**src/core/ascu_params.svh**
```systemverilog
// constants of the async serial character unit: offsets, field positions,
// reset values and bit-timing counts; included by the unit's design files
`ifndef ASCU_PARAMS_SVH
`define ASCU_PARAMS_SVH

// register byte offsets (one aligned 32-bit word each)
`define ASCU_OFF_DATA 8'h00
`define ASCU_OFF_STATUS 8'h04
`define ASCU_OFF_CTRL1 8'h08
`define ASCU_OFF_CTRL2 8'h0c

// status fields
`define ASCU_ST_TX_BUFFER_EMPTY_FLAG 7
`define ASCU_ST_TC 6
`define ASCU_ST_RXF 5
`define ASCU_ST_OVR 3

// control one fields
`define ASCU_C1_RX9 7
`define ASCU_C1_TX9 6
`define ASCU_C1_WLS 4

// control two fields
`define ASCU_C2_TIE 7
`define ASCU_C2_TX_DONE_IRQ_EN 6
`define ASCU_C2_TE 3
`define ASCU_C2_RE 2
`define ASCU_C2_SBK 0

// reset values
`define ASCU_CTRL1_RST 8'h00
`define ASCU_CTRL2_RST 8'h00

// frame lengths in bit times, and receive oversampling phases
`define ASCU_FRAME8 4'ha
`define ASCU_FRAME9 4'hb
`define ASCU_PH_S0 4'h7
`define ASCU_PH_S2 4'h9
`define ASCU_PH_LAST 4'hf

`endif

```
**src/core/ascu_pkg.sv**
```systemverilog
// types of the async serial character unit
// widths are written as literals; the package does not use the params header
package ascu_pkg;

  typedef enum logic [2:0] {
    TX_OFF,
    TX_PRE,
    TX_IDLE,
    TX_DATA,
    TX_BRK,
    TX_MARK
  } ascu_tx_state_t;

  typedef enum logic [1:0] {
    RX_IDLE,
    RX_START,
    RX_DATA,
    RX_STOP
  } ascu_rx_state_t;

  typedef struct packed {
    logic psel;
    logic penable;
    logic pwrite;
    logic [7:0] paddr;
    logic [31:0] pwdata;
  } ascu_apb_req_t;

endpackage

```
**src/core/ascu_top.sv**
```systemverilog
// async serial character unit: transmitter with holding buffer, preamble and
// break, receiver with oversampling and holding buffer, APB register slave
// assumes baud tick enables from an outside rate generator, inputs synchronous
//
// The APB slave port and the address map were decided locally.
`timescale 1ns/1ns
`include "ascu_params.svh"

module ascu_top #(
  parameter int ADDR_W = 8
) (
  // clock and reset
  input wire logic clk_i,
  input wire logic reset_i,
  // apb slave
  input wire ascu_pkg::ascu_apb_req_t apb_req_i,
  output logic [31:0] prdata_o,
  output logic pready_o,
  output logic pslverr_o,
  // baud enables
  input wire logic tx_tick_i,
  input wire logic rx_tick16_i,
  // serial line
  input wire logic serial_rx_in_i,
  output logic tx_out_o,
  output logic tx_oe_o,
  // interrupt request
  output logic irq_o
);

  generate
    if (ADDR_W != 8)
    begin : g_bad_addr
      $error("ascu_top: ADDR_W must equal the request struct address width 8");
    end
  endgenerate

  // ----------------------------------------------------------------
  // register decode
  // ----------------------------------------------------------------
  wire acc = apb_req_i.psel & apb_req_i.penable & pready_o;
  wire wr = acc & apb_req_i.pwrite;
  wire rd = acc & ~apb_req_i.pwrite;
  wire sel_data = apb_req_i.paddr == `ASCU_OFF_DATA;
  wire sel_stat = apb_req_i.paddr == `ASCU_OFF_STATUS;
  wire sel_c1 = apb_req_i.paddr == `ASCU_OFF_CTRL1;
  wire sel_c2 = apb_req_i.paddr == `ASCU_OFF_CTRL2;
  wire hit = sel_data | sel_stat | sel_c1 | sel_c2;
  wire data_wr = wr & sel_data;
  wire data_rd = rd & sel_data;
  wire stat_acc = acc & sel_stat;

  logic [7:0] ctrl1;
  logic [7:0] ctrl2;
  logic tx_arm;
  logic rx_arm;
  logic tx_buffer_empty_flag;
  logic tc;
  logic rxf;
  logic ovr;
  logic rx9;
  logic [7:0] rx_buf;

  wire wls = ctrl1[`ASCU_C1_WLS];
  wire tx9 = ctrl1[`ASCU_C1_TX9];
  wire te = ctrl2[`ASCU_C2_TE];
  wire re = ctrl2[`ASCU_C2_RE];
  wire send_break = ctrl2[`ASCU_C2_SBK];
  wire [3:0] len = wls ? `ASCU_FRAME9 : `ASCU_FRAME8;

  logic [7:0] stat_w;
  logic [7:0] c1_w;
  always_comb
  begin
    stat_w = 8'h00;
    stat_w[`ASCU_ST_TX_BUFFER_EMPTY_FLAG] = tx_buffer_empty_flag;
    stat_w[`ASCU_ST_TC] = tc;
    stat_w[`ASCU_ST_RXF] = rxf;
    stat_w[`ASCU_ST_OVR] = ovr;
    c1_w = ctrl1;
    c1_w[`ASCU_C1_RX9] = rx9;
  end

  // data reads see the holding buffer, never the shifter
  wire [7:0] rd_w = sel_data ? rx_buf :
                    sel_stat ? stat_w :
                    sel_c1 ? c1_w :
                    sel_c2 ? ctrl2 : 8'h00;

  // ----------------------------------------------------------------
  // apb slave: one wait state, errors on unmapped offsets
  // ----------------------------------------------------------------
  always_ff @(posedge clk_i)
  begin
    if (reset_i)
    begin
      pready_o <= 1'b0;
      pslverr_o <= 1'b0;
      prdata_o <= 32'h0000_0000;
    end
    else
    begin
      pready_o <= apb_req_i.psel & apb_req_i.penable & ~pready_o;
      pslverr_o <= apb_req_i.psel & apb_req_i.penable & ~pready_o & ~hit;
      prdata_o <= {24'h00_0000, rd_w};
    end
  end

  always_ff @(posedge clk_i)
  begin
    if (reset_i)
    begin
      ctrl1 <= `ASCU_CTRL1_RST;
      ctrl2 <= `ASCU_CTRL2_RST;
    end
    else
    begin
      if (wr & sel_c1)
        ctrl1 <= apb_req_i.pwdata[7:0];
      if (wr & sel_c2)
        ctrl2 <= apb_req_i.pwdata[7:0];
    end
  end

  // a status access arms the clear; the following data access fires it
  always_ff @(posedge clk_i)
  begin
    if (reset_i)
    begin
      tx_arm <= 1'b0;
      rx_arm <= 1'b0;
    end
    else
    begin
      if (stat_acc)
        tx_arm <= 1'b1;
      else if (data_wr)
        tx_arm <= 1'b0;
      if (stat_acc)
        rx_arm <= 1'b1;
      else if (data_rd)
        rx_arm <= 1'b0;
    end
  end

  // ----------------------------------------------------------------
  // transmitter
  // ----------------------------------------------------------------
  ascu_pkg::ascu_tx_state_t tx_state;
  logic [10:0] tx_sh;
  logic [3:0] tx_cnt;
  logic tx_go;
  logic [7:0] hold;
  logic hold_v;
  logic pre_pend;
  logic te_q;

  wire te_fall = te_q & ~te;
  wire te_rise = te & ~te_q;
  wire tx_busy = tx_state == ascu_pkg::TX_DATA || tx_state == ascu_pkg::TX_BRK
                 || tx_state == ascu_pkg::TX_MARK;
  wire tx_end = tx_busy & tx_tick_i & tx_go & (tx_cnt == 4'h1);
  wire idle_wr = data_wr & te & (tx_state == ascu_pkg::TX_IDLE) & ~send_break;
  // after a break, a cleared send_break asks for the closing mark bit
  wire want_mark = tx_state == ascu_pkg::TX_BRK & ~send_break;
  // a value left waiting while the preamble ran is taken up once idle
  wire idle_hold = te & (tx_state == ascu_pkg::TX_IDLE) & ~send_break & ~idle_wr & hold_v;
  wire load_hold = (tx_end & te & ~pre_pend & ~want_mark & ~send_break & hold_v) | idle_hold;
  wire [7:0] load_byte = idle_wr ? apb_req_i.pwdata[7:0] : hold;
  wire [10:0] frame_w = wls ? {1'b1, tx9, load_byte, 1'b0}
                            : {2'b11, load_byte, 1'b0};
  wire next_line = (tx_state == ascu_pkg::TX_DATA || tx_state == ascu_pkg::TX_BRK)
                   & tx_go ? tx_sh[0] : 1'b1;

  always_ff @(posedge clk_i)
  begin
    if (reset_i)
    begin
      tx_state <= ascu_pkg::TX_OFF;
      tx_sh <= 11'h7ff;
      tx_cnt <= 4'h0;
      tx_go <= 1'b0;
      pre_pend <= 1'b0;
      te_q <= 1'b0;
    end
    else
    begin
      te_q <= te;
      if (te_rise & tx_busy)
        pre_pend <= 1'b1;
      if (tx_tick_i & ~tx_go)
        tx_go <= 1'b1;
      case (tx_state)
        ascu_pkg::TX_OFF:
          if (te)
          begin
            tx_state <= ascu_pkg::TX_PRE;
            tx_cnt <= len;
            tx_go <= 1'b0;
          end
        ascu_pkg::TX_PRE:
          if (!te)
            tx_state <= ascu_pkg::TX_OFF;
          else if (tx_tick_i & tx_go)
          begin
            if (tx_cnt == 4'h1)
              tx_state <= ascu_pkg::TX_IDLE;
            tx_cnt <= tx_cnt - 4'h1;
          end
        ascu_pkg::TX_IDLE:
          if (!te)
            tx_state <= ascu_pkg::TX_OFF;
          else if (send_break | idle_wr | hold_v)
          begin
            tx_state <= send_break ? ascu_pkg::TX_BRK : ascu_pkg::TX_DATA;
            tx_sh <= send_break ? 11'h000 : frame_w;
            tx_cnt <= len;
            tx_go <= 1'b0;
          end
        default:
          if (tx_end)
          begin
            tx_go <= 1'b0;
            tx_cnt <= len;
            if (!te)
              tx_state <= ascu_pkg::TX_OFF;
            else if (want_mark)
            begin
              // chained bits keep the bit clock running so no gap appears
              tx_state <= ascu_pkg::TX_MARK;
              tx_cnt <= 4'h1;
              tx_go <= 1'b1;
            end
            else if (pre_pend)
            begin
              tx_state <= ascu_pkg::TX_PRE;
              pre_pend <= 1'b0;
            end
            else if (send_break)
            begin
              tx_state <= ascu_pkg::TX_BRK;
              tx_sh <= 11'h000;
              tx_go <= 1'b1;
            end
            else if (hold_v)
            begin
              tx_state <= ascu_pkg::TX_DATA;
              tx_sh <= frame_w;
              tx_go <= 1'b1;
            end
            else
              tx_state <= ascu_pkg::TX_IDLE;
          end
          else if (tx_busy & tx_tick_i & tx_go)
          begin
            tx_sh <= {1'b1, tx_sh[10:1]};
            tx_cnt <= tx_cnt - 4'h1;
          end
      endcase
    end
  end

  // holding buffer and transmit flags; a hardware set beats a clear
  always_ff @(posedge clk_i)
  begin
    if (reset_i)
    begin
      hold <= 8'h00;
      hold_v <= 1'b0;
      tx_buffer_empty_flag <= 1'b1;
      tc <= 1'b1;
    end
    else
    begin
      if (tx_arm & data_wr)
      begin
        tx_buffer_empty_flag <= 1'b0;
        tc <= 1'b0;
      end
      if (data_wr & ~idle_wr)
      begin
        hold <= apb_req_i.pwdata[7:0];
        hold_v <= 1'b1;
      end
      if (load_hold | te_fall)
        hold_v <= 1'b0;
      if (idle_wr | load_hold)
        tx_buffer_empty_flag <= 1'b1;
      if (tx_end & tx_state != ascu_pkg::TX_MARK)
        tc <= 1'b1;
    end
  end

  always_ff @(posedge clk_i)
  begin
    if (reset_i)
    begin
      tx_out_o <= 1'b1;
      tx_oe_o <= 1'b0;
      irq_o <= 1'b0;
    end
    else
    begin
      tx_out_o <= next_line;
      tx_oe_o <= tx_state != ascu_pkg::TX_OFF;
      irq_o <= (tx_buffer_empty_flag & ctrl2[`ASCU_C2_TIE]) | (tc & ctrl2[`ASCU_C2_TX_DONE_IRQ_EN]);
    end
  end

  // ----------------------------------------------------------------
  // receiver
  // ----------------------------------------------------------------
  ascu_pkg::ascu_rx_state_t rx_state;
  logic [3:0] rx_ph;
  logic [2:0] rx_smp;
  logic [3:0] rx_bits;
  logic [8:0] rx_sh;
  logic rx_prev;

  // majority of three centre samples rejects single-sample glitches
  wire maj = (rx_smp[0] & rx_smp[1]) | (rx_smp[0] & rx_smp[2])
             | (rx_smp[1] & rx_smp[2]);
  wire ph_end = rx_tick16_i & (rx_ph == `ASCU_PH_LAST);
  wire rx_done = ph_end & (rx_state == ascu_pkg::RX_STOP);
  wire [3:0] nbits = wls ? 4'h9 : 4'h8;

  always_ff @(posedge clk_i)
  begin
    if (reset_i)
    begin
      rx_state <= ascu_pkg::RX_IDLE;
      rx_ph <= 4'h0;
      rx_smp <= 3'h7;
      rx_bits <= 4'h0;
      rx_sh <= 9'h000;
      rx_prev <= 1'b1;
    end
    else if (rx_tick16_i)
    begin
      rx_prev <= serial_rx_in_i;
      rx_ph <= rx_ph + 4'h1;
      if (rx_ph >= `ASCU_PH_S0 && rx_ph <= `ASCU_PH_S2)
        rx_smp <= {rx_smp[1:0], serial_rx_in_i};
      case (rx_state)
        ascu_pkg::RX_IDLE:
          if (re & rx_prev & ~serial_rx_in_i)
          begin
            rx_state <= ascu_pkg::RX_START;
            rx_ph <= 4'h1;
          end
        ascu_pkg::RX_START:
          if (ph_end)
          begin
            rx_state <= maj ? ascu_pkg::RX_IDLE : ascu_pkg::RX_DATA;
            rx_bits <= 4'h0;
          end
        ascu_pkg::RX_DATA:
          if (ph_end)
          begin
            rx_sh <= {maj, rx_sh[8:1]};
            rx_bits <= rx_bits + 4'h1;
            if (rx_bits == nbits - 4'h1)
              rx_state <= ascu_pkg::RX_STOP;
          end
        default:
          if (ph_end)
            rx_state <= ascu_pkg::RX_IDLE;
      endcase
    end
  end

  always_ff @(posedge clk_i)
  begin
    if (reset_i)
    begin
      rx_buf <= 8'h00;
      rx9 <= 1'b0;
      rxf <= 1'b0;
      ovr <= 1'b0;
    end
    else
    begin
      if (rx_arm & data_rd)
      begin
        rxf <= 1'b0;
        ovr <= 1'b0;
      end
      if (rx_done & rxf)
        ovr <= 1'b1;
      else if (rx_done)
      begin
        rx_buf <= wls ? rx_sh[7:0] : rx_sh[8:1];
        rx9 <= rx_sh[8];
        rxf <= 1'b1;
      end
    end
  end
endmodule

```
**config.mk**
```make
export PLATFORM = sky130hd
export DESIGN_NAME = ascu_top
export DESIGN_NICKNAME = d
export VERILOG_FILES = /design/src/core/ascu_pkg.sv /design/src/core/ascu_top.sv
export VERILOG_INCLUDE_DIRS = /design/src /design/src/core
export SDC_FILE = /design/constraint.sdc
export NUM_CORES = 1
export LEC_CHECK = 0
export BUFFER_PORTS_ARGS = -buffer_cell sky130_fd_sc_hd__buf_2
export CORE_MARGIN = 3
export CORE_UTILIZATION = 25
export DETAILED_ROUTE_END_ITERATION = 7
export MAX_ROUTING_LAYER = met4
export PLACE_DENSITY = 0.42
export SLEW_MARGIN = 20
export SYNTH_ARGS = -nofsm -noshare
export SYNTH_HDL_FRONTEND = slang
export SYNTH_SLANG_ARGS = --single-unit
```
**constraint.sdc**
```tcl
create_clock -name clk_i -period 3.1 [get_ports clk_i]
set_clock_uncertainty 0.2 [all_clocks]
set_input_delay 0.62 -clock clk_i [delete_from_list [all_inputs] [get_ports clk_i]]
set_output_delay 0.62 -clock clk_i [all_outputs]
set_load 0.005 [all_outputs]
```
==> out/qor.csv <==
metric,value,unit
min_period,2.770,ns
htreeDepth,3,
tightestPinTransition,0.8675,ns
postCtsSetupRepairBufs,0,
tritoncts,done,
cts.path.max_buffers,2,
synth_area,0.005062,sq mm
antenna_found_initial,0,
fp.dieW,148.3,um
grt_max_degree,35,
grt_pass1_vias,4147,
clock_latency,0.35,ns
worst_ep_required_time,3.18,ns
crit_type,reg -> reg,
drt_first_iter_violations,319,
yosysMostFrequentCell,dfxtp_1,
synth_cells,600,
rows,51,
drive_gt1_frac,0.1374,
crit_path_start_kind,register,
ys.flop_type,dfxtp_1,
max_cap_viol_count,0,
synthDominantCellAreaShare,0.3796,
die_area,0.02199,sq mm
leakage,2.053,nW
ir_drop,0.0001745,V
ys_warn_count,0,
hpwl,9740,um
register_area,0.001922,sq mm
postRouteWirelength,13450,um
status,finished clean,
die_h,148.3,um
p_per_area,424.1,mW/mm^2
io_buffers,36,
synthTopCellsByCount,"dfxtp_1 (96), nor2_1 (79), a21oi_1 (47), nand2_1 (47), mux2i_1 (40)",
drv_slew,0,
worstSetupEndpointType,register,
multi_input_area,0.002804,sq mm
area_delta_synth_final,12.83,%
avgSynthCellArea,8.437,sq um
finalSetupViolCount,0,
vias_per_cell,4.880,
coreArea,0.01965,sq mm
grt_pass1_wl,21890,um
hold_viol,0,
rsz0062_at_grt,false,
drt-wirelength-per-cell,15.10,um
postPlaceCellArea,0.005433,sq mm
tns,0,ns
yosysSeqAreaShare,0.3796,
setup_ws,0.3302,ns
fmax,361.0,MHz
synth_edf_count,0,
synth.distinct_cells,71,
drt_pass1_iterations,5,
numCtsBuffers,9,
cts-root-buf,clkbuf_16,
ys_async_sr_fraction,0,
fill_cells,2131,
ant_nets,0,
post-place-ws,0.3081,ns
synth_top_area_cell,dfxtp_1,
synth-seq-cells,96,
cp_max_fo,13,
path_clk_slew,0.07,ns
layout.nets,676,
start_util,0.2576,
drc_errors,0,
vias,4348,
numClockSinks,96,
post_cts_resize_count,0,
fin_crit_sh,0.8935,
final_area,0.005712,sq mm
synth_area_leaders,"dfxtp_1 (38%), mux2i_1 (7.9%), nor2_1 (5.9%)",
relSlewSlack,0.4209,
min_path_type,reg -> reg,
num_io_pins,85,
track_usage,0.1264,
place_congestion,0.8345,
diodes,0,
gr-total-overflow,0,
postCtsHoldBufs,0,
arrival,2.85,ns
-- power breakdown --
group,switching [mW],internal [mW]
sequential,0.00842,1.24
clock,0.501,0.567
combinational,0.0700,0.0348
-- critical path, stage by stage (launching register included) --
cell and delay (ns):
dfxtp_1 0.31, inv_1 0.09, ha_1 0.17, or3b_1 0.50
or3_1 0.65, nand2_1 0.38, o221ai_1 0.19, a21oi_1 0.20
-- cell type report --
class,count,share of cell area
Timing Repair Buffer,55,0.05652
Sequential cell,96,0.3365
Clock inverter,5,0.007010
Clock buffer,10,0.04184
Inverter,14,0.009200
Multi-Input combinational cell,446,0.4909
Tap cell,265,0.05805
-- stage by stage --
step	util	cells	total power, mW	hold slack (ns)
finish	0.2906	891	2.422	0.2490
global route	0.2906	891	2.508	0.2846
CTS	0.2906	891	2.459	0.2540
detailed placement	0.2764	876	1.382	0.2438
global placement	0.2764	876	1.380	0.2396
floorplan	-	623	1.358	0.2222
-- layout by cell type (no fill, tap or decap), types with 13 or more instances in the layout --
cell,n
a21oi_1,47
buf_4,19
inv_1,13
nand3_1,13
o21ai_0,25
mux2i_1,40
nand2_1,47
buf_2,36
conb_1,24
nor2_1,79
dfxtp_1,96
-- layer usage --
layer / vias up / track usage / wire length (um)
met5: - / - / 0
met1: 2078 / 0.1746 / 6895
met2: 93 / 0.1907 / 5848
li1: 2163 / - / -
met3: 14 / 0.01615 / 503
met4: 0 / 0.04527 / 202
-- final timing paths --
kind / from / endpoint / slack, ns / cells after the start
setup reg to reg: tx_cnt[1]$_SDFFE_PP0P_ / tx_sh[8]$_SDFFE_PP1P_ / 0.33 / 7
hold / removal: hold[1]$_SDFFE_PP0P_ / hold[1]$_SDFFE_PP0P_ / 0.25 / 2
hold reg to reg: hold[1]$_SDFFE_PP0P_ / hold[1]$_SDFFE_PP0P_ / 0.25 / 2
setup / recovery: tx_cnt[1]$_SDFFE_PP0P_ / tx_sh[8]$_SDFFE_PP1P_ / 0.33 / 7
-- sequential cells by signal, indices dropped and copies added, names as in the netlist, 2 cells and up --
signal    count
ctrl2         8
tx_state      3
tx_sh        11
rx_buf        8
rx_bits       4
rx_state      2
tx_cnt        4
prdata_o      8
rx_sh         9
hold          8
ctrl1         7
rx_smp        3
rx_ph         4
-- logic make-up (layout without fill, tap and decap cells) --
logic type,after synthesis,in the layout,share of synthesized area
other,1,24,0.0007408
adder cells (fa/ha/maj),7,7,0.01681
buffers and inverters,81,84,0.08354
AO/OA/AOI/OAI,160,160,0.2145
multiplexers,44,44,0.09689
AND/OR/NAND/NOR,210,210,0.2061
XOR/XNOR,1,1,0.001730
flip-flops,96,96,0.3796
Power figures use the tool's default switching activity.
